**src/common/pscint_pkg.sv**
```systemverilog
// Package holding the register map and field layout of the status change interrupt block
package pscint_pkg;

    // ****************************************
    // Register map
    // ****************************************
    localparam int unsigned  ADDR_W        = 5;           // Management register address width
    localparam int unsigned  DATA_W        = 16;          // Management register data width
    localparam logic [4:0]   ADDR_IRQ_EN   = 5'h12;       // interrupt_enable
    localparam logic [4:0]   ADDR_STS_CHG  = 5'h13;       // status_change_flags

    // ****************************************
    // Field layout
    // ****************************************
    localparam int unsigned  NUM_EVT       = 4;           // Event count
    localparam int unsigned  FIELD_LSB     = 4;           // Fields sit in bits 7:4
    localparam int unsigned  FIELD_MSB     = 7;
    localparam int unsigned  BIT_AUTONEG   = 3;           // Index in vector, register bit 7
    localparam int unsigned  BIT_SPEED     = 2;           // Register bit 6
    localparam int unsigned  BIT_DUPLEX    = 1;           // Register bit 5
    localparam int unsigned  BIT_LINK      = 0;           // Register bit 4

    // ****************************************
    // Reset values
    // ****************************************
    localparam logic [3:0]   RST_IRQ_EN    = 4'h0;        // All enables off
    localparam logic [3:0]   RST_FLAGS     = 4'h0;        // No change pending
    localparam logic [15:0]  RST_RDATA     = 16'h0000;    // Read data idle value
    localparam logic [3:0]   RISE_ONLY     = 4'h8;        // Autoneg flags on completion only

endpackage

```
**src/rtl/pscint_change_det.sv**
```systemverilog
// Change detector that turns status levels into one-cycle event pulses
module pscint_change_det
    import pscint_pkg::*;
#(
    parameter int unsigned  WIDTH     = NUM_EVT,          // Number of status levels
    parameter logic [3:0]   RISE_MASK = RISE_ONLY         // 1: rising edge only, 0: any change
) (
    input  wire logic              i_clock,               // Management clock
    input  wire logic              i_nrst,                // Async reset, active low
    input  wire logic [WIDTH-1:0]  i_level,               // Status levels, same clock domain
    output logic      [WIDTH-1:0]  o_pulse                // One-cycle change pulses
);

    // ****************************************
    // State
    // ****************************************
    logic [WIDTH-1:0] prev_q;
    logic [WIDTH-1:0] prev_d;
    logic             armed_q;
    logic             armed_d;

    // Capture the first level after reset without flagging it as a change
    always_comb begin
        prev_d  = i_level;
        armed_d = 1'b1;
    end

    always_ff @(posedge i_clock or negedge i_nrst) begin
        if (!i_nrst) begin
            prev_q  <= '0;
            armed_q <= 1'b0;
        end else begin
            prev_q  <= prev_d;
            armed_q <= armed_d;
        end
    end

    // One comparator per level; combinational so the pulse is seen the cycle it happens
    for (genvar g = 0; g < WIDTH; g++) begin : g_det
        if (RISE_MASK[g]) begin : g_rise
            assign o_pulse[g] = armed_q & i_level[g] & ~prev_q[g];
        end else begin : g_any
            assign o_pulse[g] = armed_q & (i_level[g] ^ prev_q[g]);
        end
    end

endmodule // pscint_change_det

```
**src/rtl/pscint_top.sv**
```systemverilog
// Status change flags, interrupt enables and interrupt output of the transceiver
module pscint_top
    import pscint_pkg::*;
(
    input  wire logic               i_clock,           // Management clock, 25 MHz
    input  wire logic               i_nrst,            // Async reset, active low
    input  wire logic [ADDR_W-1:0]  i_reg_addr,        // Register address
    input  wire logic               i_reg_wr,          // Write strobe, one cycle
    input  wire logic               i_reg_rd,          // Read strobe, one cycle
    input  wire logic [DATA_W-1:0]  i_reg_wdata,       // Write data
    output logic      [DATA_W-1:0]  o_reg_rdata,       // Read data, valid cycle after strobe
    input  wire logic               i_autoneg_done,    // Autoneg complete level
    input  wire logic               i_speed_100,       // Speed level
    input  wire logic               i_full_duplex,     // Duplex level
    input  wire logic               i_link_up,         // Link level
    output logic                    o_irq              // Interrupt, active high
);

    // ****************************************
    // Event detection
    // ****************************************
    logic [NUM_EVT-1:0] evt_pulse;

    pscint_change_det #(
        .WIDTH     (NUM_EVT),
        .RISE_MASK (RISE_ONLY)
    ) u_det (
        .i_clock (i_clock),
        .i_nrst  (i_nrst),
        .i_level ({i_autoneg_done, i_speed_100, i_full_duplex, i_link_up}),
        .o_pulse (evt_pulse)
    );

    // ****************************************
    // Registers
    // ****************************************
    logic [NUM_EVT-1:0] irq_en_q;
    logic [NUM_EVT-1:0] irq_en_d;
    logic [NUM_EVT-1:0] flags_q;
    logic [NUM_EVT-1:0] flags_d;
    logic [DATA_W-1:0]  rdata_q;
    logic [DATA_W-1:0]  rdata_d;
    logic               irq_q;
    logic               irq_d;
    logic               rd_sts;
    logic               wr_en;

    assign rd_sts = i_reg_rd & (i_reg_addr == ADDR_STS_CHG);
    assign wr_en  = i_reg_wr & (i_reg_addr == ADDR_IRQ_EN);

    // Next register values; only the four enable bits are stored, others drop
    always_comb begin
        irq_en_d = irq_en_q;
        if (wr_en) begin
            irq_en_d = i_reg_wdata[FIELD_MSB:FIELD_LSB];
        end
        // Read clears, a pulse in the same cycle wins so no change is lost
        flags_d = (rd_sts ? RST_FLAGS : flags_q) | evt_pulse;
        // Writes to the status address are simply not decoded
        rdata_d = RST_RDATA;
        if (i_reg_rd && (i_reg_addr == ADDR_IRQ_EN)) begin
            rdata_d[FIELD_MSB:FIELD_LSB] = irq_en_q;
        end else if (rd_sts) begin
            rdata_d[FIELD_MSB:FIELD_LSB] = flags_q;
        end
        // Registered output costs a cycle but keeps the pin glitch-free
        irq_d = |(flags_q & irq_en_q);
    end

    always_ff @(posedge i_clock or negedge i_nrst) begin
        if (!i_nrst) begin
            irq_en_q <= RST_IRQ_EN;
            flags_q  <= RST_FLAGS;
            rdata_q  <= RST_RDATA;
            irq_q    <= 1'b0;
        end else begin
            irq_en_q <= irq_en_d;
            flags_q  <= flags_d;
            rdata_q  <= rdata_d;
            irq_q    <= irq_d;
        end
    end

    assign o_reg_rdata = rdata_q;
    assign o_irq       = irq_q;

    // ****************************************
    // Named fields
    // ****************************************
    // One name per enable and flag bit, so the checks below read like the register map
    logic autoneg_done_irq_enable;
    logic speed_change_irq_enable;
    logic duplex_change_irq_enable;
    logic link_change_irq_enable;
    logic autoneg_finished_flag;
    logic speed_changed_flag;
    logic duplex_changed_flag;
    logic link_changed_flag;

    // Enable fields, bits 7:4 of interrupt_enable
    assign autoneg_done_irq_enable  = irq_en_q[BIT_AUTONEG];   // Bit 7
    assign speed_change_irq_enable  = irq_en_q[BIT_SPEED];     // Bit 6
    assign duplex_change_irq_enable = irq_en_q[BIT_DUPLEX];    // Bit 5
    assign link_change_irq_enable   = irq_en_q[BIT_LINK];      // Bit 4

    // Flag fields, bits 7:4 of status_change_flags
    assign autoneg_finished_flag    = flags_q[BIT_AUTONEG];    // Bit 7
    assign speed_changed_flag       = flags_q[BIT_SPEED];      // Bit 6
    assign duplex_changed_flag      = flags_q[BIT_DUPLEX];     // Bit 5
    assign link_changed_flag        = flags_q[BIT_LINK];       // Bit 4
endmodule // pscint_top

```
**config.mk**
```make
export PLATFORM = sky130hd
export DESIGN_NAME = pscint_top
export DESIGN_NICKNAME = d
export VERILOG_FILES = /design/src/common/pscint_pkg.sv /design/src/rtl/pscint_change_det.sv /design/src/rtl/pscint_top.sv
export SDC_FILE = /design/constraint.sdc
export NUM_CORES = 1
export LEC_CHECK = 0
export ABC_AREA = 1
export BUFFER_PORTS_ARGS = -buffer_cell sky130_fd_sc_hd__buf_2
export CAP_MARGIN = 10
export CORE_AREA = 5 5 53 55
export CTS_CLUSTER_DIAMETER = 120
export DETAILED_ROUTE_END_ITERATION = 8
export DIE_AREA = 0 0 58 60
export GPL_TIMING_DRIVEN = 1
export PLACE_DENSITY = 0.74
export SLEW_MARGIN = 25
export SYNTH_ARGS = -nofsm -noshare
export SYNTH_HDL_FRONTEND = slang
export SYNTH_HIERARCHICAL = 1
export SYNTH_SLANG_ARGS = --single-unit
export TNS_END_PERCENT = 5
```
**constraint.sdc**
```tcl
create_clock -name i_clock -period 0.8 [get_ports i_clock]
set_input_delay 0.04 -clock i_clock [delete_from_list [all_inputs] [get_ports i_clock]]
set_output_delay 0.04 -clock i_clock [all_outputs]
set_load 0.02 [all_outputs]
```
# Yosys cells after proc, flatten, opt, wreduce, memory -nomap -nowiden
# Cells that the tools add are included.
dict set report totals {
  register_bits 18
  inputBits 29
  out_inout_bits 17
  elab_cells 26
}
dict set report classes {
  eq_ne 2
  mux 3
  bitwise_logic 13
  reduce_logical 2
}
# operator n
set ops {}
lappend ops {{two-way mux 4 bit} 3}
lappend ops {{== test 5 bit, second input constant} 2}
lappend ops {{AND 1 bit} 7}
lappend ops {{AND 4 bit} 1}
lappend ops {{OR 4 bit} 1}
lappend ops {{OR reduction 4 bit} 1}
lappend ops {{XOR 1 bit} 3}
lappend ops {{logical AND 1 bit} 1}
lappend ops {{inverter 1 bit} 1}

# Logic depth before layout (Yosys ltp)
dict set report depth {
  depth_word 4
  ltp_mapped 5
}

# Hierarchy
# The synthesis kept the hierarchy.
# module n_inst cells_each area_each_um2 seq_area_each_um2
set by_module_without_submodules {}
lappend by_module_without_submodules {pscint_top 1 79 666.9 325.3}
lappend by_module_without_submodules {pscint_change_det 1 20 181.4 125.1}

# Worst setup path before layout
# OpenSTA, ideal clock, no wires.
dict set report synth_timing {
  path_kind {register -> register}
  start {register u_det.prev_q[0]}
  end {register flags_q[0]}
  setup_ns 0.117
  arrival_ns 0.565
  required_ns 0.683
  path_slack_ns 0.118
  stages_incl_launch_ff 5
  path_buffers 0
  period_less_slack_ns 0.682
  path_cell_list {dfrtp_1 nor2_1 nor2_1 inv_1 nand2_1}
}
dict set report synth_via {
  elab_chain_len 3
}
# item line_no
set synth_lines {}
lappend synth_lines {{start, declared} pscint_change_det.sv:17} ;# logic [WIDTH-1:0] prev_q;
lappend synth_lines {{start signal, assigned} pscint_change_det.sv:33} ;# prev_q <= prev_d;
lappend synth_lines {{XOR 1 bit} pscint_change_det.sv:43} ;# assign o_pulse[g] = armed_q & (i_level[g] ^ prev_q[g]);
lappend synth_lines {{AND 1 bit} pscint_change_det.sv:43}
lappend synth_lines {{named net evt_pulse[0]} pscint_top.sv:22} ;# logic [NUM_EVT-1:0] evt_pulse;
lappend synth_lines {{OR 4 bit} pscint_top.sv:58} ;# flags_d = (rd_sts ? RST_FLAGS : flags_q) | evt_pulse;
lappend synth_lines {{named net flags_d[0]} pscint_top.sv:40} ;# logic [NUM_EVT-1:0] flags_d;
lappend synth_lines {{end signal, assigned} pscint_top.sv:78} ;# flags_q <= flags_d;
lappend synth_lines {{end, declared} pscint_top.sv:39} ;# logic [NUM_EVT-1:0] flags_q;
# The timed path passes the listed nets, and every way through them passes these cells.
# A chain may end at the register's enable or synchronous reset.

# Worst setup path in the final report
dict set report layout_timing {
  start {register rdata_q[4] (netlist: o_reg_rdata[4])}
  end {output port o_reg_rdata[4]}
}
# item line_no
set layout_rtl {}
lappend layout_rtl {{start, declared} pscint_top.sv:41} ;# logic [DATA_W-1:0] rdata_q;
lappend layout_rtl {{start signal, assigned} pscint_top.sv:79} ;# rdata_q <= rdata_d;
lappend layout_rtl {{end, declared} pscint_top.sv:11} ;# output logic [DATA_W-1:0] o_reg_rdata,
# No word-level cell between the ends.

==> metrics.txt <==
# TYPE chip_impl_metric gauge
chip_impl_metric{name="post-cts-setup-buffers",unit=""} 0
chip_impl_metric{name="postSynthAreaPerCell",unit="um^2"} 8.57
chip_impl_metric{name="power.leakage",unit="nW"} 0.618
chip_impl_metric{name="gr-total-overflow",unit=""} 0
chip_impl_info{name="synth.cells.most_frequent",value="sky130_fd_sc_hd__nand2_1 (34), sky130_fd_sc_hd__dfrtp_1 (18), sky130_fd_sc_hd__buf_4 (12)"} 1
chip_impl_metric{name="yosys_warnings",unit=""} 6
chip_impl_info{name="critical_path.endpoint_type",value="output pin"} 1
chip_impl_metric{name="via_count",unit=""} 728
chip_impl_metric{name="grt_start_max_net_pins",unit=""} 19
chip_impl_metric{name="netSwitchingFraction",unit="%"} 27.8
chip_impl_metric{name="number_of_flops_mapped_to_enable_cells_by_yosys",unit=""} 0
chip_impl_metric{name="timing.fmax",unit="GHz"} 1.17
chip_impl_metric{name="start_util",unit="%"} 36.2
chip_impl_info{name="hold_path.class",value="input pin to register"} 1
chip_impl_metric{name="dp_hpwl",unit="mm"} 1.31
chip_impl_metric{name="path_max_fanout",unit=""} 1
chip_impl_metric{name="synth_area",unit="um^2"} 848
chip_impl_metric{name="power_density_cells",unit="nW/um^2"} 1760
chip_impl_metric{name="synth_async_sr_flop_share",unit="%"} 100
chip_impl_metric{name="dieArea",unit="um^2"} 3480
chip_impl_metric{name="core",unit="um^2"} 2340
chip_impl_metric{name="port_buffers",unit=""} 21
chip_impl_metric{name="dieHeight",unit="um"} 60
chip_impl_metric{name="routed_wirelength",unit="mm"} 1.66
chip_impl_metric{name="post_synth_inst_count",unit=""} 99
chip_impl_metric{name="vias_cell",unit=""} 4.44
chip_impl_info{name="post-synth-top-area-cell",value="sky130_fd_sc_hd__dfrtp_1"} 1
chip_impl_metric{name="drt-initial-drc-count",unit=""} 6
chip_impl_metric{name="routabilityCongestion",unit=""} 0.768
chip_impl_info{name="timing.critical_path.cells",value="buf_6"} 1
chip_impl_metric{name="detail_route.drc_violations",unit=""} 0
chip_impl_metric{name="ys_ff_latch",unit=""} 18
chip_impl_metric{name="finalCritPeriodShare",unit="%"} 107
chip_impl_info{name="critical-path-slowest-cell",value="sky130_fd_sc_hd__dfrtp_1"} 1
chip_impl_info{name="tritoncts",value="done"} 1
chip_impl_metric{name="grt_antenna_before_repair",unit=""} 0
chip_impl_info{name="status",value="finished with violations"} 1
chip_impl_metric{name="die_x",unit="um"} 58
chip_impl_info{name="top_usage_layer",value="met2"} 1
chip_impl_metric{name="drv.max_cap_violation_count",unit=""} 0
chip_impl_metric{name="ir_worst_vdd",unit="V"} 0.000780
chip_impl_metric{name="grt_pass1_wl",unit="mm"} 2.75
chip_impl_metric{name="post_synth_num_cell_types",unit=""} 10
chip_impl_metric{name="power.internal",unit="mW"} 1.42
chip_impl_metric{name="ff_latch_area",unit="um^2"} 450
chip_impl_info{name="setup_repair_after_global_routing_missed_its_margin",value="yes"} 1
chip_impl_metric{name="finish.utilization",unit="%"} 47.6
chip_impl_metric{name="cts_inserted_buffers",unit=""} 3
chip_impl_metric{name="multiInputGateArea",unit="um^2"} 319
chip_impl_info{name="violated_checks",value="setup timing"} 1
chip_impl_metric{name="cp.required",unit="ns"} 0.76
chip_impl_metric{name="post-place-cells",unit=""} 151
chip_impl_metric{name="buf_inv_stages_crit_path",unit=""} 1
chip_impl_info{name="setup.worst_path.start_class",value="register"} 1
chip_impl_metric{name="grt.met2_usage",unit="%"} 19.7
chip_impl_metric{name="synth-seq-area-share",unit="%"} 53.1
chip_impl_info{name="cts-root-buf",value="sky130_fd_sc_hd__clkbuf_4"} 1
chip_impl_metric{name="critPathArrivalTime",unit="ns"} 0.81
chip_impl_metric{name="comb_power_share",unit="%"} 18.4
chip_impl_metric{name="post-route-worst-setup-slack",unit="ns"} -0.0523
chip_impl_info{name="synth_most_common_cell",value="sky130_fd_sc_hd__nand2_1"} 1
chip_impl_info{name="synth_top_flop_cell",value="sky130_fd_sc_hd__dfrtp_1"} 1
chip_impl_metric{name="insertedDiodeCount",unit=""} 0
chip_impl_metric{name="num-fill-cells",unit=""} 217
chip_impl_metric{name="clock-skew-final",unit="ns"} 0.000290
chip_impl_metric{name="power.share.sequential",unit="%"} 53.3
chip_impl_metric{name="wl_per_cell",unit="um"} 10.1
chip_impl_metric{name="track_usage",unit="%"} 10.8
chip_impl_info{name="timing.setup.critical_path_class",value="register to output pin"} 1
chip_impl_metric{name="synthToLayoutAreaGrowth",unit="%"} 31.4
chip_impl_metric{name="drv_slew",unit=""} 0
chip_impl_metric{name="grt_pass1_vias",unit=""} 674
chip_impl_metric{name="drive_gt1_share",unit="%"} 22.4
chip_impl_metric{name="clock_power_share",unit="%"} 28.4
chip_impl_metric{name="finalHoldViolCount",unit=""} 0
chip_impl_metric{name="clock_tree.htree_level_count",unit=""} 1
chip_impl_metric{name="io_pins",unit=""} 46
chip_impl_metric{name="fin_cells",unit=""} 164
chip_impl_metric{name="pre_cts_slack",unit="ns"} -0.00143
chip_impl_metric{name="setup_viol",unit=""} 5
chip_impl_metric{name="synth_top_cell_area_share",unit="%"} 53.1
chip_impl_metric{name="critical_path.max_stage_delay",unit="ns"} 0.39
chip_impl_metric{name="detail_route.first_pass.iterations",unit=""} 4
chip_impl_metric{name="globalRouteMet1Util",unit="%"} 10.4
chip_impl_metric{name="grt_use_met3",unit="%"} 2.16
chip_impl_metric{name="final_nets",unit=""} 164
chip_impl_metric{name="p_sw",unit="mW"} 0.547
chip_impl_info{name="cp_top_family",value="flip-flops"} 1
chip_impl_metric{name="cts_sinks",unit=""} 18
chip_impl_metric{name="clk-insertion-delay-late",unit="ns"} 0.29
chip_impl_metric{name="cts.reportedPaths.clkPinSlew",unit="ns"} 0.10
chip_impl_metric{name="rows",unit=""} 18
chip_impl_metric{name="fin_crit",unit="ns"} 0.852
chip_impl_metric{name="cts_max_path_buffers",unit=""} 2
chip_impl_info{name="ys_top_cells_by_area",value="sky130_fd_sc_hd__dfrtp_1 (53%), sky130_fd_sc_hd__nand2_1 (15%), sky130_fd_sc_hd__buf_4 (11%)"} 1
chip_impl_metric{name="drtAntennaViolNets",unit=""} 0
==> layer usage <==
metal | up-vias | wire length (um)
li1 | 353 | -
met1 | 341 | 588
met2 | 29 | 912
met3 | 5 | 107
met4 | 0 | 53
met5 | - | 0
==> final cells by class <==
| cell class | count | area share (%) |
|---|---|---|
| clock buffers | 4 | 3.25 |
| inverters | 8 | 2.69 |
| multi-input cells | 72 | 28.6 |
| flip-flops and latches | 18 | 40.4 |
| well taps | 30 | 3.37 |
| repair buffers | 32 | 21.7 |
==> power by group through the flow <==
| stage | sequential [mW] | clock [mW] | combinational [mW] |
|---|---|---|---|
| 3_5_place_dp | 1.06 | 0 | 0.305 |
| 3_3_place_gp | 1.05 | 0 | 0.294 |
| 4_1_cts | 1.04 | 0.576 | 0.342 |
| 6_report | 1.05 | 0.558 | 0.361 |
| 2_1_floorplan | 1.07 | 0 | 0.206 |
| 5_1_grt | 1.06 | 0.615 | 0.407 |
==> logic make-up after synthesis <==
logic type | after synthesis | share of synthesized area, %
flops | 18 | 53.1
buf+inv | 20 | 14.2
simple gates | 59 | 31.9
other cells | 2 | 0.885
==> path summary, 6_finish.rpt <==
| path | start | to | slack [ns] | cells past startpoint |
|---|---|---|---|---|
| worst max-delay path | o_reg_rdata[4]$_DFF_PN0_ | o_reg_rdata[4] | -0.05 | 1 |
| worst min-delay path | i_reg_wr | irq_en_q[0]$_DFFE_PN0P_ | 0.02 | 3 |
| worst max register to register | u_det/prev_q[2]$_DFF_PN0_ | flags_q[2]$_DFF_PN0_ | 0.05 | 4 |
| worst min register to register | u_det/prev_q[3]$_DFF_PN0_ | flags_q[3]$_DFF_PN0_ | 0.50 | 3 |
| max in group asynchronous | i_nrst | irq_en_q[1]$_DFFE_PN0P_ | 0.34 | 2 |
| min in group asynchronous | i_nrst | u_det/prev_q[1]$_DFF_PN0_ | 0.19 | 2 |
==> layout by cell type, fill, tap and decap left out, drive strengths merged <==
cell and n:
buf 23, clkbuf 4, conb 13, dfrtp 18, dlygate4sd3 9, inv 8, nand2 35, nand3 9
nand4 6, nor2 9
==> flip-flops by register name, indices dropped and copies added (netlist names) <==
register / count
irq_en_q: 4
u_det/armed_q: 1
o_reg_rdata: 4
o_irq: 1
flags_q: 4
u_det/prev_q: 4
==> per-stage QoR <==
stage / TNS [ns] / area (um^2) / total power, mW / hold WS [ns]
2_1_floorplan: 0 / 890 / 1.28 / -0.256
3_3_place_gp: 0 / 957 / 1.35 / -0.0254
3_5_place_dp: -0.00143 / 957 / 1.36 / -0.0158
4_1_cts: -0.305 / 1110 / 1.96 / 0.0171
5_1_grt: -0.538 / 1110 / 2.08 / 0.0330
6_report: -0.240 / 1110 / 1.97 / 0.0229
==> timing repair <==
action / 4_1_cts / 5_1_grt
gates resized for setup: 8 / 2
endpoints found under the setup margin: 5 / 7
hold endpoints to repair: 26 / 0
hold buffers: 9 / 0
No activity file was read; power rests on OpenSTA's default activity.
